`config.mk`:
```
export PLATFORM = sky130hd
export DESIGN_NAME = iab_exec
export DESIGN_NICKNAME = d
export VERILOG_FILES = /design/src/design/iab_pkg.sv /design/src/design/iab_dec_if.sv /design/src/design/iab_exec.sv /design/src/design/iab_decode.sv
export SDC_FILE = /design/constraint.sdc
export NUM_CORES = 1
export LEC_CHECK = 0
export ABC_AREA = 1
export BUFFER_PORTS_ARGS = -buffer_cell sky130_fd_sc_hd__buf_4
export CAP_MARGIN = 25
export CORE_MARGIN = 4
export CORE_UTILIZATION = 55
export CTS_BUF_LIST = sky130_fd_sc_hd__clkbuf_4 sky130_fd_sc_hd__clkbuf_8
export DETAILED_ROUTE_END_ITERATION = 10
export PLACE_DENSITY = 0.76
export REMOVE_ABC_BUFFERS = 1
export SYNTH_ARGS = -nofsm -noshare
export SYNTH_HDL_FRONTEND = slang
export SYNTH_SLANG_ARGS = --single-unit
```
`constraint.sdc`:
```
create_clock -name core_clk -period 10 [get_ports core_clk]
set_input_delay 0 -clock core_clk [delete_from_list [all_inputs] [get_ports core_clk]]
set_output_delay 0 -clock core_clk [all_outputs]
set_load 0.01 [all_outputs]
```
`src/design/iab_pkg.sv`:
```
package iab_pkg;
  localparam int unsigned XLEN            = 32;
  localparam int unsigned IMM_W           = 16;
  localparam int unsigned BR_SHIFT        = 2;
  localparam int unsigned FLD_OP_HI       = 31;
  localparam int unsigned FLD_OP_LO       = 26;
  localparam int unsigned FLD_SRC_A_HI    = 25;
  localparam int unsigned FLD_SRC_A_LO    = 21;
  localparam int unsigned FLD_SRC_B_HI    = 20;
  localparam int unsigned FLD_SRC_B_LO    = 16;
  localparam int unsigned FLD_DEST_HI     = 15;
  localparam int unsigned FLD_DEST_LO     = 11;
  localparam int unsigned FLD_FUNCT_HI    = 5;
  localparam int unsigned FLD_FUNCT_LO    = 0;
  localparam logic [5:0]  OP_REG_FORM     = 6'h00;
  localparam logic [5:0]  OP_TRAP_IMM     = 6'h08;
  localparam logic [5:0]  OP_MOD_IMM      = 6'h09;
  localparam logic [5:0]  OP_IMM_AND      = 6'h0C;
  localparam logic [5:0]  OP_BR_EQ        = 6'h04;
  localparam logic [5:0]  OP_BR_EQ_LIKELY = 6'h14;
  localparam logic [5:0]  FN_TRAP_SUM     = 6'h20;
  localparam logic [5:0]  FN_MOD_SUM      = 6'h21;
  localparam logic [5:0]  FN_REG_AND      = 6'h24;
  localparam logic [31:0] PC_STEP         = 32'h0000_0004;
  localparam logic [31:0] PC_RESET        = 32'h0000_0000;
  typedef enum logic [2:0] {
    IAB_OP_NONE, IAB_OP_TRAP_REG, IAB_OP_MOD_REG, IAB_OP_AND_REG,
    IAB_OP_TRAP_IMM, IAB_OP_MOD_IMM, IAB_OP_AND_IMM, IAB_OP_BRANCH
  } iab_op_t;
endpackage

```
`src/design/iab_dec_if.sv`:
```
`timescale 1ns/10ps
`default_nettype none
interface iab_dec_if;
  logic [31:0]       instr;
  iab_pkg::iab_op_t  op;
  logic              likely;
  logic [4:0]        src_a;
  logic [4:0]        src_b;
  logic [4:0]        dest;
  logic [15:0]       imm;
  modport dec (input instr, output op, output likely, output src_a, output src_b, output dest, output imm);
  modport exe (output instr, input op, input likely, input src_a, input src_b, input dest, input imm);
endinterface
`default_nettype wire

```
`src/design/iab_exec.sv`:
```
`timescale 1ns/10ps
`default_nettype none
module iab_exec (
  // Clock and reset.
  input  wire logic        core_clk,
  input  wire logic        resetn,
  // Instruction issue.
  input  wire logic        issue_valid,
  input  wire logic [31:0] issue_instr,
  input  wire logic [31:0] issue_pc,
  // General register file read data.
  input  wire logic [31:0] general_register_a,
  input  wire logic [31:0] general_register_b,
  // Read addresses toward the register file.
  output logic      [4:0]  rd_addr_a,
  output logic      [4:0]  rd_addr_b,
  // Results.
  output logic             wr_en,
  output logic      [4:0]  wr_addr,
  output logic      [31:0] wr_data,
  output logic             sum_overflow_exception,
  output logic             pc_redirect,
  output logic      [31:0] pc_target,
  output logic             slot_nullified,
  output logic             mem_access_allow
);
  ////////////////////////////////////////////////////////////////////////////
  logic rst_meta_q;
  logic rst_sync_q;
  always_ff @(posedge core_clk or negedge resetn) begin
    if (!resetn) begin
      rst_meta_q <= 1'b0;
      rst_sync_q <= 1'b0;
    end else begin
      rst_meta_q <= 1'b1;
      rst_sync_q <= rst_meta_q;
    end
  end
  ////////////////////////////////////////////////////////////////////////////
  iab_dec_if dec_bus ();
  assign dec_bus.instr = issue_instr;
  iab_decode u_decode (
    .d (dec_bus.dec)
  );
  ////////////////////////////////////////////////////////////////////////////
  // Register-file addresses are combinational so operands arrive in the issue cycle.
  assign rd_addr_a = dec_bus.src_a;
  assign rd_addr_b = dec_bus.src_b;
  ////////////////////////////////////////////////////////////////////////////
  logic        wr_en_d, wr_en_q;
  logic [4:0]  wr_addr_d, wr_addr_q;
  logic [31:0] wr_data_d, wr_data_q;
  logic        ovf_d, ovf_q;
  logic        redir_d, redir_q;
  logic [31:0] tgt_d, tgt_q;
  logic        null_d, null_q;
  logic        mem_d, mem_q;
  logic        pend_d, pend_q;
  logic [31:0] pend_tgt_d, pend_tgt_q;
  logic        kill_d, kill_q;
  logic [32:0] wide_sum;
  logic [31:0] imm_sext;
  logic [31:0] br_off;
  logic        equal;
  logic        killed;
  always_comb begin
    wr_en_d    = 1'b0;
    wr_addr_d  = wr_addr_q;
    wr_data_d  = wr_data_q;
    ovf_d      = 1'b0;
    redir_d    = 1'b0;
    tgt_d      = tgt_q;
    null_d     = 1'b0;
    mem_d      = 1'b0;
    pend_d     = pend_q;
    pend_tgt_d = pend_tgt_q;
    kill_d     = kill_q;
    imm_sext   = {{16{dec_bus.imm[15]}}, dec_bus.imm};
    br_off     = {{14{dec_bus.imm[15]}}, dec_bus.imm, 2'b00};
    equal      = (general_register_a == general_register_b);
    wide_sum   = 33'h0_0000_0000;
    killed     = issue_valid && kill_q;
    if (issue_valid) begin
      // A slot instruction resolves any pending redirect and any kill.
      redir_d = pend_q;
      tgt_d   = pend_q ? pend_tgt_q : tgt_q;
      pend_d  = 1'b0;
      kill_d  = 1'b0;
      null_d  = killed;
      mem_d   = !killed;
      if (!killed) begin
        case (dec_bus.op)
          iab_pkg::IAB_OP_TRAP_REG: begin
            wide_sum  = {general_register_a[31], general_register_a} +
                        {general_register_b[31], general_register_b};
            ovf_d     = (wide_sum[32] != wide_sum[31]);
            wr_en_d   = !ovf_d;
            wr_addr_d = dec_bus.dest;
            wr_data_d = wide_sum[31:0];
          end
          iab_pkg::IAB_OP_TRAP_IMM: begin
            wide_sum  = {general_register_a[31], general_register_a} + {imm_sext[31], imm_sext};
            ovf_d     = (wide_sum[32] != wide_sum[31]);
            wr_en_d   = !ovf_d;
            wr_addr_d = dec_bus.src_b;
            wr_data_d = wide_sum[31:0];
          end
          iab_pkg::IAB_OP_MOD_REG: begin
            wr_en_d   = 1'b1;
            wr_addr_d = dec_bus.dest;
            wr_data_d = general_register_a + general_register_b;
          end
          iab_pkg::IAB_OP_MOD_IMM: begin
            wr_en_d   = 1'b1;
            wr_addr_d = dec_bus.src_b;
            wr_data_d = general_register_a + imm_sext;
          end
          iab_pkg::IAB_OP_AND_REG: begin
            wr_en_d   = 1'b1;
            wr_addr_d = dec_bus.dest;
            wr_data_d = general_register_a & general_register_b;
          end
          iab_pkg::IAB_OP_AND_IMM: begin
            wr_en_d   = 1'b1;
            wr_addr_d = dec_bus.src_b;
            wr_data_d = general_register_a & {16'h0000, dec_bus.imm};
          end
          iab_pkg::IAB_OP_BRANCH: begin
            // Target is relative to the delay slot, hence the extra step.
            pend_d     = equal;
            pend_tgt_d = issue_pc + iab_pkg::PC_STEP + br_off;
            kill_d     = dec_bus.likely && !equal;
          end
          default: begin
            mem_d = 1'b1;
          end
        endcase
      end
    end
  end
  always_ff @(posedge core_clk or negedge rst_sync_q) begin
    if (!rst_sync_q) begin
      wr_en_q    <= 1'b0;
      wr_addr_q  <= 5'h00;
      wr_data_q  <= 32'h0000_0000;
      ovf_q      <= 1'b0;
      redir_q    <= 1'b0;
      tgt_q      <= iab_pkg::PC_RESET;
      null_q     <= 1'b0;
      mem_q      <= 1'b0;
      pend_q     <= 1'b0;
      pend_tgt_q <= iab_pkg::PC_RESET;
      kill_q     <= 1'b0;
    end else begin
      wr_en_q    <= wr_en_d;
      wr_addr_q  <= wr_addr_d;
      wr_data_q  <= wr_data_d;
      ovf_q      <= ovf_d;
      redir_q    <= redir_d;
      tgt_q      <= tgt_d;
      null_q     <= null_d;
      mem_q      <= mem_d;
      pend_q     <= pend_d;
      pend_tgt_q <= pend_tgt_d;
      kill_q     <= kill_d;
    end
  end
  assign wr_en                  = wr_en_q;
  assign wr_addr                = wr_addr_q;
  assign wr_data                = wr_data_q;
  assign sum_overflow_exception = ovf_q;
  assign pc_redirect            = redir_q;
  assign pc_target              = tgt_q;
  assign slot_nullified         = null_q;
  assign mem_access_allow       = mem_q;
endmodule // iab_exec
`default_nettype wire

```
`src/design/iab_decode.sv`:
```
`timescale 1ns/10ps
`default_nettype none
module iab_decode (
  // Decoder side.
  iab_dec_if.dec d
);
  logic [5:0] opc;
  logic [5:0] fn;
  always_comb begin
    opc      = d.instr[iab_pkg::FLD_OP_HI:iab_pkg::FLD_OP_LO];
    fn       = d.instr[iab_pkg::FLD_FUNCT_HI:iab_pkg::FLD_FUNCT_LO];
    d.src_a  = d.instr[iab_pkg::FLD_SRC_A_HI:iab_pkg::FLD_SRC_A_LO];
    d.src_b  = d.instr[iab_pkg::FLD_SRC_B_HI:iab_pkg::FLD_SRC_B_LO];
    d.dest   = d.instr[iab_pkg::FLD_DEST_HI:iab_pkg::FLD_DEST_LO];
    d.imm    = d.instr[15:0];
    d.likely = 1'b0;
    d.op     = iab_pkg::IAB_OP_NONE;
    // Unknown opcodes and unknown register-form function codes decode to none.
    if (opc == iab_pkg::OP_REG_FORM) begin
      if (fn == iab_pkg::FN_TRAP_SUM) begin
        d.op = iab_pkg::IAB_OP_TRAP_REG;
      end else if (fn == iab_pkg::FN_MOD_SUM) begin
        d.op = iab_pkg::IAB_OP_MOD_REG;
      end else if (fn == iab_pkg::FN_REG_AND) begin
        d.op = iab_pkg::IAB_OP_AND_REG;
      end
    end else if (opc == iab_pkg::OP_TRAP_IMM) begin
      d.op = iab_pkg::IAB_OP_TRAP_IMM;
    end else if (opc == iab_pkg::OP_MOD_IMM) begin
      d.op = iab_pkg::IAB_OP_MOD_IMM;
    end else if (opc == iab_pkg::OP_IMM_AND) begin
      d.op = iab_pkg::IAB_OP_AND_IMM;
    end else if (opc == iab_pkg::OP_BR_EQ) begin
      d.op = iab_pkg::IAB_OP_BRANCH;
    end else if (opc == iab_pkg::OP_BR_EQ_LIKELY) begin
      d.op     = iab_pkg::IAB_OP_BRANCH;
      d.likely = 1'b1;
    end
  end
endmodule // iab_decode
`default_nettype wire

```
=== Word-level counts from Yosys, hierarchy flattened ===
Index checks and enable logic that the tools add are counted.

* Register bits after elaboration: 110
* Word-level logic and storage cells: 89

* $add $sub $neg: 6
* Eq/ne operators: 18
* Muxes and demuxes: 32
* Bitwise gates (word level): 3
* Reductions and logical operators: 17

{| class="wikitable"
|+ Operators with widths
! cell !! count
|-
| case mux 32 bit (6 select lines) || 1
|-
| adder 32 bit || 3
|-
| adder 32 x 16 -> 33 bit || 1
|-
| adder 32 x 32 -> 33 bit || 1
|-
| adder 32 x 3 -> 32 bit, second input constant || 1
|-
| AND 32 x 16 -> 32 bit || 1
|-
| AND 32 bit || 1
|-
| == test 32 bit || 1
|-
| 2-to-1 mux 3 bit || 8
|-
| 2-to-1 mux 1 bit || 19
|-
| == test 6 x 4 -> 1 bit, second input constant || 3
|-
| == test 6 bit, second input constant || 3
|-
| == test 3 bit, second input constant || 4
|-
| case mux 5 bit (2 select lines) || 1
|-
| AND reduction 3 bit || 3
|-
| OR reduction 7 bit || 1
|-
| == test 3 x 2 -> 1 bit, second input constant || 2
|-
| == test 6 x 3 -> 1 bit, second input constant || 1
|-
| == test 6 x 5 -> 1 bit, second input constant || 1
|-
| logical NOT 6 bit || 1
|-
| nonzero test 6 bit || 1
|-
| OR reduction 3 bit || 2
|-
| logical NOT 1 bit || 4
|-
| OR reduction 4 bit || 1
|-
| 9 further kinds || 11
|}

=== Depth between registers and ports, before layout ===
Gate-level depths: netlist of run 1.

* Depth in word-level cells: 12
* Gate-level depth with buffers: 24
* Depth with buffers taken out: 22

=== Cells and area by module ===
A second synthesis of run 1 with hierarchy kept.

* Cells, all modules: 2492
* Area total of the unflattened synthesis: 14562.7 um^2

{| class="wikitable"
|+ Modules (own cells, without submodules)
! module !! times used !! cells an instance !! area each (um^2)
|-
| iab_exec || 1 || 2426 || 14152.3
|-
| iab_decode || 1 || 66 || 410.4
|}

=== Worst setup path after synthesis of run 1 ===
Ideal clock, no wire load.

* Kind: input -> register
* Start point: input issue_instr[29]
* End point: register wr_data_q[14] (netlist: wr_data[14])
* Library setup time: 0.124 ns
* Arrival: 2.411 ns
* Required time: 9.876 ns
* Path slack: 7.465 ns
* Stages: 19
* Path buffers: 2
* Cell sequence: inv_2 nor2_2 nand4_1 buf_2 clkbuf_1 o21ai_0 ha_1 fa_1 nand3_1 nand3_1 nand2_1 nand2_1 nand2_1 nand2_1 or2_2 nand3_1 nand2_1 nor2_1 a21oi_1

* Longest elaborated chain between the ends: 10
* Elaborated cells between the ends (all ways): 21

{| class="wikitable"
|+ Ends and longest elaborated chain
! element !! line !! RTL
|-
| start: declaration || iab_exec.sv:9 || <nowiki>input wire logic [31:0] issue_instr,</nowiki>
|-
| == test 6 x 5 -> 1 bit || iab_decode.sv:35 || <nowiki>end else if (opc == iab_pkg::OP_BR_EQ_LIKELY) begin</nowiki>
|-
| 2-to-1 mux 3 bit || iab_decode.sv:35 ||
|-
| 2-to-1 mux 3 bit || iab_decode.sv:33 || <nowiki>end else if (opc == iab_pkg::OP_BR_EQ) begin</nowiki>
|-
| 2-to-1 mux 3 bit || iab_decode.sv:31 || <nowiki>end else if (opc == iab_pkg::OP_IMM_AND) begin</nowiki>
|-
| 2-to-1 mux 3 bit || iab_decode.sv:29 || <nowiki>end else if (opc == iab_pkg::OP_MOD_IMM) begin</nowiki>
|-
| 2-to-1 mux 3 bit || iab_decode.sv:27 || <nowiki>end else if (opc == iab_pkg::OP_TRAP_IMM) begin</nowiki>
|-
| 2-to-1 mux 3 bit * || iab_decode.sv:19 || <nowiki>if (opc == iab_pkg::OP_REG_FORM) begin</nowiki>
|-
| == test 3 bit (tied with other cells) || iab_exec.sv:92 || <nowiki>case (dec_bus.op)</nowiki>
|-
| nonzero test 6 bit (no line) || - ||
|-
| AND reduction 3 bit (no line) || - ||
|-
| end signal: assignment || iab_exec.sv:157 || <nowiki>wr_data_q <= wr_data_d;</nowiki>
|-
| end: declaration || iab_exec.sv:52 || <nowiki>logic [31:0] wr_data_d, wr_data_q;</nowiki>
|}

Every way passes the cells marked *; elsewhere a longest branch is shown, timed or not.
A chain may end at the register's enable or synchronous reset.

=== Final worst setup path of run 1 ===
* Start point: input issue_instr[30]
* End point: register wr_data_q[24] (netlist: wr_data[24])

Same word-level chain as after synthesis.

==> results of run 1 <==
## metal layers
metal | part of all wire (%) | track usage (%) | up-vias | routed length [um]
li1 | - | - | 8479 | -
met1 | 37 | 49.12 | 8197 | 23120
met2 | 44 | 66.44 | 1200 | 27400
met3 | 9.8 | 6.849 | 278 | 6028
met5 | 0 | 0 | - | 0
met4 | 8.3 | 27.76 | 0 | 5113
## synthesized netlist by cell type
library cell | n | area share [%]
buf_6 | 1 | 0.077
a211oi_1 | 1 | 0.051
a21oi_1 | 133 | 4.5
nor3_1 | 30 | 1.0
nand3b_1 | 8 | 0.41
clkbuf_1 | 24 | 0.61
o221ai_1 | 2 | 0.12
a31oi_1 | 3 | 0.13
inv_2 | 6 | 0.15
fa_1 | 4 | 0.55
nand2_1 | 926 | 24
buf_2 | 5 | 0.17
clkinv_1 | 1 | 0.026
o211a_1 | 1 | 0.068
dfrtp_1 | 110 | 19
o22ai_1 | 4 | 0.17
a22oi_1 | 2 | 0.10
o21ai_0 | 126 | 4.3
o21bai_1 | 25 | 1.3
a21o_1 | 8 | 0.41
o21a_1 | 6 | 0.31
nand3_1 | 177 | 6.0
nor4_1 | 11 | 0.47
ha_1 | 159 | 14
nand3_2 | 3 | 0.20
or2_2 | 11 | 0.47
xnor2_1 | 20 | 1.2
nand4_2 | 1 | 0.085
nor3b_1 | 1 | 0.051
or2_1 | 1 | 0.043
o21ai_1 | 9 | 0.31
o211ai_1 | 3 | 0.15
and3_1 | 2 | 0.085
conb_1 | 1 | 0.026
a21boi_0 | 2 | 0.10
nor2_2 | 2 | 0.085
nor2_4 | 2 | 0.15
inv_1 | 359 | 9.2
xor2_1 | 26 | 1.5
nand2_2 | 4 | 0.17
or2_0 | 1 | 0.043
and2_1 | 3 | 0.13
buf_4 | 16 | 0.82
nand4_1 | 49 | 2.1
nor2_1 | 242 | 6.2
## where the power goes
part           switching (mW)  total, mW  internal [mW]
clock                   0.196      0.320          0.124
sequential             0.0658      0.598          0.532
combinational           0.593      0.945          0.353
total                   0.855       1.86           1.01
## worst max path at each step
stage               startpoint           to  slack, ps
3_3_place_gp   issue_instr[31]  wr_data[23]       6300
3_5_place_dp   issue_instr[28]  wr_data[24]       6330
4_1_cts        issue_instr[30]  wr_data[24]       6260
2_1_floorplan       rst_sync_q       kill_q       6710
6_report       issue_instr[30]  wr_data[24]       6110
5_1_grt        issue_instr[30]  wr_data[23]       5800
## cell families after synthesis
logic type | synth area share, %
adders and majority gates | 14.09
buffers and inverters | 11.03
and+or+nand+nor | 41.37
other | 0.02552
DFF | 18.73
xor gates and xnor gates | 2.742
AOI/OAI and AO/OA | 12.02
## state kept, by name (all words and copies together), names as in the netlist, 5 cells and up
register	cells
wr_addr	5
wr_data	32
pend_tgt_q	32
pc_target	32
## stage by stage
stage	std cells	util [%]	worst slack [ps]	power, mW
finish	3059	64.05	6112	1.863
CTS	3059	64.05	6258	1.832
floorplan	2485	-	6709	1.153
global placement	3031	62.79	6296	1.493
detailed placement	3031	62.79	6329	1.514
global route	3059	64.05	5800	1.976
## timing repair
item,in CTS,in global routing
hold buffers,12,0
endpoints found under the setup margin,0,0
hold endpoints to repair,14,0
gates resized for setup,0,0
## area by class of cell
type	count	area, um2
Clock buffer	10	131.4
Clock inverter	6	77.57
Fill cell	2506	9422
Inverter	366	1374
Multi-Input combinational cell	2009	10320
Sequential cell	110	2756
Tap cell	335	419.2
Timing Repair Buffer	223	1704
==> flow_metrics.env, run 1 <==
export IMPL_status="finished, final reports clean"
export IMPL_path_clk_slew_ps=150
export IMPL_holdWs_ps=0.07180
export IMPL_fmax_mhz=257.2
export IMPL_min_path_type="in -> out"
export IMPL_postRouteAntennaNets=0
export IMPL_dieArea_um2=29390
export IMPL_initial_utilization_pct=56.07
export IMPL_final_cell_mix="nand2_1, inv_1, nor2_1"
export IMPL_period_share_pct=38.88
export IMPL_maxSlewHeadroom_pct=32.45
export IMPL_rsz0062_at_grt="false"
export IMPL_final_common_cell="nand2_1"
export IMPL_syn_area_um2=14690
export IMPL_max_cap_violations=0
export IMPL_whs_path_depth=0
export IMPL_core_um2=26210
export IMPL_fin_crit_ps=3888
export IMPL_worst_slew_pin_slew_ps=1012
export IMPL_synth_cell_types=45
export IMPL_grt_pass1_vias=17010
export IMPL_die_w_um=171.4
export IMPL_num_io_pins=215
export IMPL_dr_pass1_iters=8
export IMPL_wl_um=61660
export IMPL_cts_tree="yes"
export IMPL_grt_ovfl_total=0
export IMPL_hold_path_startpoint="issue_instr[22]"
export IMPL_yosys_warnings=0
export IMPL_path_class="in -> reg"
export IMPL_min_delay_worst_endpoint="rd_addr_a[1]"
export IMPL_start_kind="primary input"
export IMPL_insertion_delay_ps=430
export IMPL_crit_fanout=29
export IMPL_crit_cells=21
export IMPL_p_leak_nw=9.666
export IMPL_synth_avg_cell_area_um2=5.805
export IMPL_die_height_um=171.4
export IMPL_synthCells=2531
export IMPL_syn2layout_area_growth_pct=14.24
export IMPL_finalSetupTns_ps=0
export IMPL_finClkSkew_ps=26.62
export IMPL_cts_path_max_buffers=2
export IMPL_drt_iter0_markers=2079
export IMPL_post_cts_buffers=0
export IMPL_finalInstanceArea_um2=16780
export IMPL_cp_required_ps=10360
export IMPL_arrival_ps=4240
export IMPL_slew_viol_final=0
export IMPL_power_density_nw_per_um2=111.0
export IMPL_crit_chain="dlygate4sd3_1, buf_4, nor2_4, nand4_1, buf_4, inv_1, nand2_2, o21ai_0, inv_1, ha_1, nand2_1, inv_1, nand2_1, nor3_1, nand3_1, nand3_1, nand2_1, nand3_1, nand3_1, nor2_1, nor2_1"
export IMPL_placed_area_um2=16460
export IMPL_cts_max_level=3
export IMPL_hpwl_um=50320
export IMPL_cp_top_family="simple AND/OR/NAND/NOR gates"
export IMPL_vias_per_cell=5.935
export IMPL_diodes=0
export IMPL_crit_slowest_cell="inv_1"
export IMPL_rr_worst_depth=10
export IMPL_r2r_start="kill_q"
export IMPL_setup_viol=0
export IMPL_grt_total_usage_pct=40.73
export IMPL_rows=59
export IMPL_cp_common_cell="nand3_1"
export IMPL_ys_seq_area_share_pct=18.73
export IMPL_antenna_found_initial=0
export IMPL_place_congestion=1.065
export IMPL_reg2reg_slack_ps=7540
export IMPL_worst_path_buf_inv=6
export IMPL_drc_errors=0
export IMPL_drive_gt1_share_pct=9.471
export IMPL_wl_per_cell_um=20.16
export IMPL_num_nets_final=3013
export IMPL_numPortBuffers=204
export IMPL_hold_viol_final=0
export IMPL_dr_total_vias=18150
export IMPL_grt_pass1_wl_um=92400
export IMPL_cpPeakStageDelay_ps=570
export IMPL_ir_drop_v=0.00006890
export IMPL_endpoint_kind="flop"
export IMPL_cts_made_buffers=9
export IMPL_ys_seq_elements=110
export IMPL_r2r_end="wr_data[22]"
export IMPL_grt_max_degree=63
export IMPL_cts_num_sinks=110
export IMPL_cts_root_buf="clkbuf_8"
Power figures use the tool's default switching activity.
==> run 2: changes to the inputs <==
PLACE_DENSITY = 0.79   (was 0.76)
clock period = 3.3 ns   (was 10 ns; I/O delays follow)
==> flow_metrics.env, run 2 (synthesized netlist as in run 1, its figures left out) <==
export IMPL_cp_common_cell="nand2_1"
export IMPL_clock_power_share_pct=16.5
export IMPL_core_um2=26210
export IMPL_internal_power_mw=2.994
export IMPL_antenna_found_initial=0
export IMPL_status="finished, final reports clean"
export IMPL_drc_errors=0
export IMPL_maxSlewHeadroom_pct=44.45
export IMPL_ir_drop_v=0.0002394
export IMPL_p_leak_nw=9.747
export IMPL_dieArea_um2=29390
export IMPL_arrival_ps=3200
export IMPL_worst_slew_pin_slew_ps=833.2
export IMPL_n_fill_cell=2498
export IMPL_cts_max_level=3
export IMPL_fin_crit_ps=2871
export IMPL_min_delay_worst_endpoint="rd_addr_a[1]"
export IMPL_r2r_start="kill_q"
export IMPL_wl_um=60130
export IMPL_numPortBuffers=204
export IMPL_path_class="in -> reg"
export IMPL_crit_slowest_cell="ha_1"
export IMPL_p_sw_share_pct=46.21
export IMPL_max_cap_violations=0
export IMPL_final_cell_mix="nand2_1, inv_1, nor2_1"
export IMPL_grt_pass1_vias=16580
export IMPL_endpoint_kind="flop"
export IMPL_cts_made_buffers=9
export IMPL_cts_root_buf="clkbuf_8"
export IMPL_final_cells=3074
export IMPL_finClkSkew_ps=23.52
export IMPL_crit_fanout=18
export IMPL_reg2reg_slack_ps=1040
export IMPL_path_clk_slew_ps=140
export IMPL_drt_iter0_markers=1821
export IMPL_grt_pass1_wl_um=90960
export IMPL_grt_total_usage_pct=39.86
export IMPL_wl_per_cell_um=19.56
export IMPL_p_seq_share_pct=32.1
export IMPL_min_path_type="in -> out"
export IMPL_fmax_mhz=348.4
export IMPL_hpwl_um=50160
export IMPL_start_kind="primary input"
export IMPL_worst_path_buf_inv=4
export IMPL_initial_utilization_pct=56.07
export IMPL_grt_max_degree=56
export IMPL_finalSetupTns_ps=0
export IMPL_power_switching_mw=2.572
export IMPL_cpPeakStageDelay_ps=340
export IMPL_slew_viol_final=0
export IMPL_post_cts_buffers=0
export IMPL_power_mw=5.565
export IMPL_vias_per_cell=5.810
export IMPL_place_congestion=1.094
export IMPL_hold_path_startpoint="issue_instr[22]"
export IMPL_final_common_cell="nand2_1"
export IMPL_setup_viol=0
export IMPL_insertion_delay_ps=430
export IMPL_dr_total_vias=17860
export IMPL_postRouteAntennaNets=0
export IMPL_cp_top_family="simple AND/OR/NAND/NOR gates"
export IMPL_rr_worst_depth=8
export IMPL_r2r_end="wr_data[30]"
export IMPL_drive_gt1_share_pct=10.00
export IMPL_power_density_nw_per_um2=328.9
export IMPL_die_w_um=171.4
export IMPL_dr_pass1_iters=6
export IMPL_rows=59
export IMPL_p_comb_share_pct=51.4
export IMPL_num_io_pins=215
export IMPL_die_height_um=171.4
export IMPL_syn2layout_area_growth_pct=15.18
export IMPL_period_share_pct=86.99
export IMPL_diodes=0
export IMPL_cp_required_ps=3630
export IMPL_whs_path_depth=0
export IMPL_crit_chain="buf_4, nor2_4, nand4_1, inv_2, nand2_2, o21ai_0, inv_1, ha_1, nand2_1, nor2_1, inv_1, nor2_1, nand4_1, nand3_1, nand2_1, nand2_1, nor2_1, nor2_1, nand2_1, nand2_1, nand2_1"
export IMPL_place_inst=3046
export IMPL_cts_num_sinks=110
export IMPL_num_nets_final=3028
export IMPL_rsz0062_at_grt="false"
export IMPL_hold_viol_final=0
export IMPL_cts_path_max_buffers=2
export IMPL_grt_ovfl_total=0
export IMPL_cts_tree="yes"
run 2: cell count changes in the layout (fill, tap and decap cells not counted), sizes merged:
cell    change
buf        +15
bufinv      -1
clkbuf      -1
clkinv      +1
inv         +1
run 2: per-stage QoR:
step | setup slack [ps] | utilization (%) | area (um2) | hold slack [ps]
detailed placement | -47.69 | 63.37 | 16610 | -215.8
global route | 98.00 | 64.57 | 16920 | 0.06694
floorplan | 8.752 | - | 14450 | -295.6
finish | 429.3 | 64.57 | 16920 | 0.07180
global placement | -65.57 | 63.37 | 16610 | -217.6
CTS | 398.7 | 64.57 | 16920 | 0.09446
run 2: layout make-up:
class | instances | area, um2 | share of cell area (%)
clock buffer | 9 | 123.9 | 0.7320
inverter | 366 | 1374 | 8.118
multi-input combinational | 2009 | 10320 | 61.00
sequential | 110 | 2756 | 16.29
tap | 335 | 419.2 | 2.477
clock inverter | 7 | 72.57 | 0.4288
timing repair buffer | 238 | 1854 | 10.96
run 2: timing repair:
action,4_1_cts,5_1_grt
hold buffers,12,0
gates resized for setup,0,1
endpoints found under the hold margin,14,0
setup endpoints to repair,0,1
run 2: worst max path at each step:
| stage | from | to | slack (ps) | cells after the start |
|---|---|---|---|---|
| 6_report | issue_instr[31] | wr_data[18] | 430 | 21 |
| 3_5_place_dp | issue_instr[31] | wr_data[18] | -50 | 21 |
| 3_3_place_gp | issue_instr[31] | wr_data[18] | -70 | 21 |
| 2_1_floorplan | rst_sync_q | kill_q | 9 | 0 |
| 4_1_cts | issue_instr[31] | wr_data[18] | 400 | 21 |
| 5_1_grt | issue_instr[31] | wr_data[18] | 100 | 21 |
run 2: layer usage:
layer	track usage, %	wire length, um	up-vias
li1	-	-	8517
met1	49.69	23480	8083
met2	65.13	26700	1057
met3	6.803	5859	204
met4	22.84	4092	0
met5	0	0	-
run 2: power groups by stage:
stage | Sequential [mW] | Clock (mW) | Combinational [mW]
finish | 1.78 | 0.919 | 2.86
global route | 1.81 | 0.961 | 3.17
CTS | 1.78 | 0.917 | 2.80
detailed placement | 1.80 | 0 | 2.77
global placement | 1.80 | 0 | 2.72
floorplan | 1.85 | 0 | 1.65
run 2: worst reg2reg max path: stages (launching register included):
cell,delay [ps]
dfrtp_1,430
nor2_1,200
nand2_1,80
inv_1,60
nand2_1,280
inv_2,620
nand2_1,290
nor2_1,150
nor2_1,40
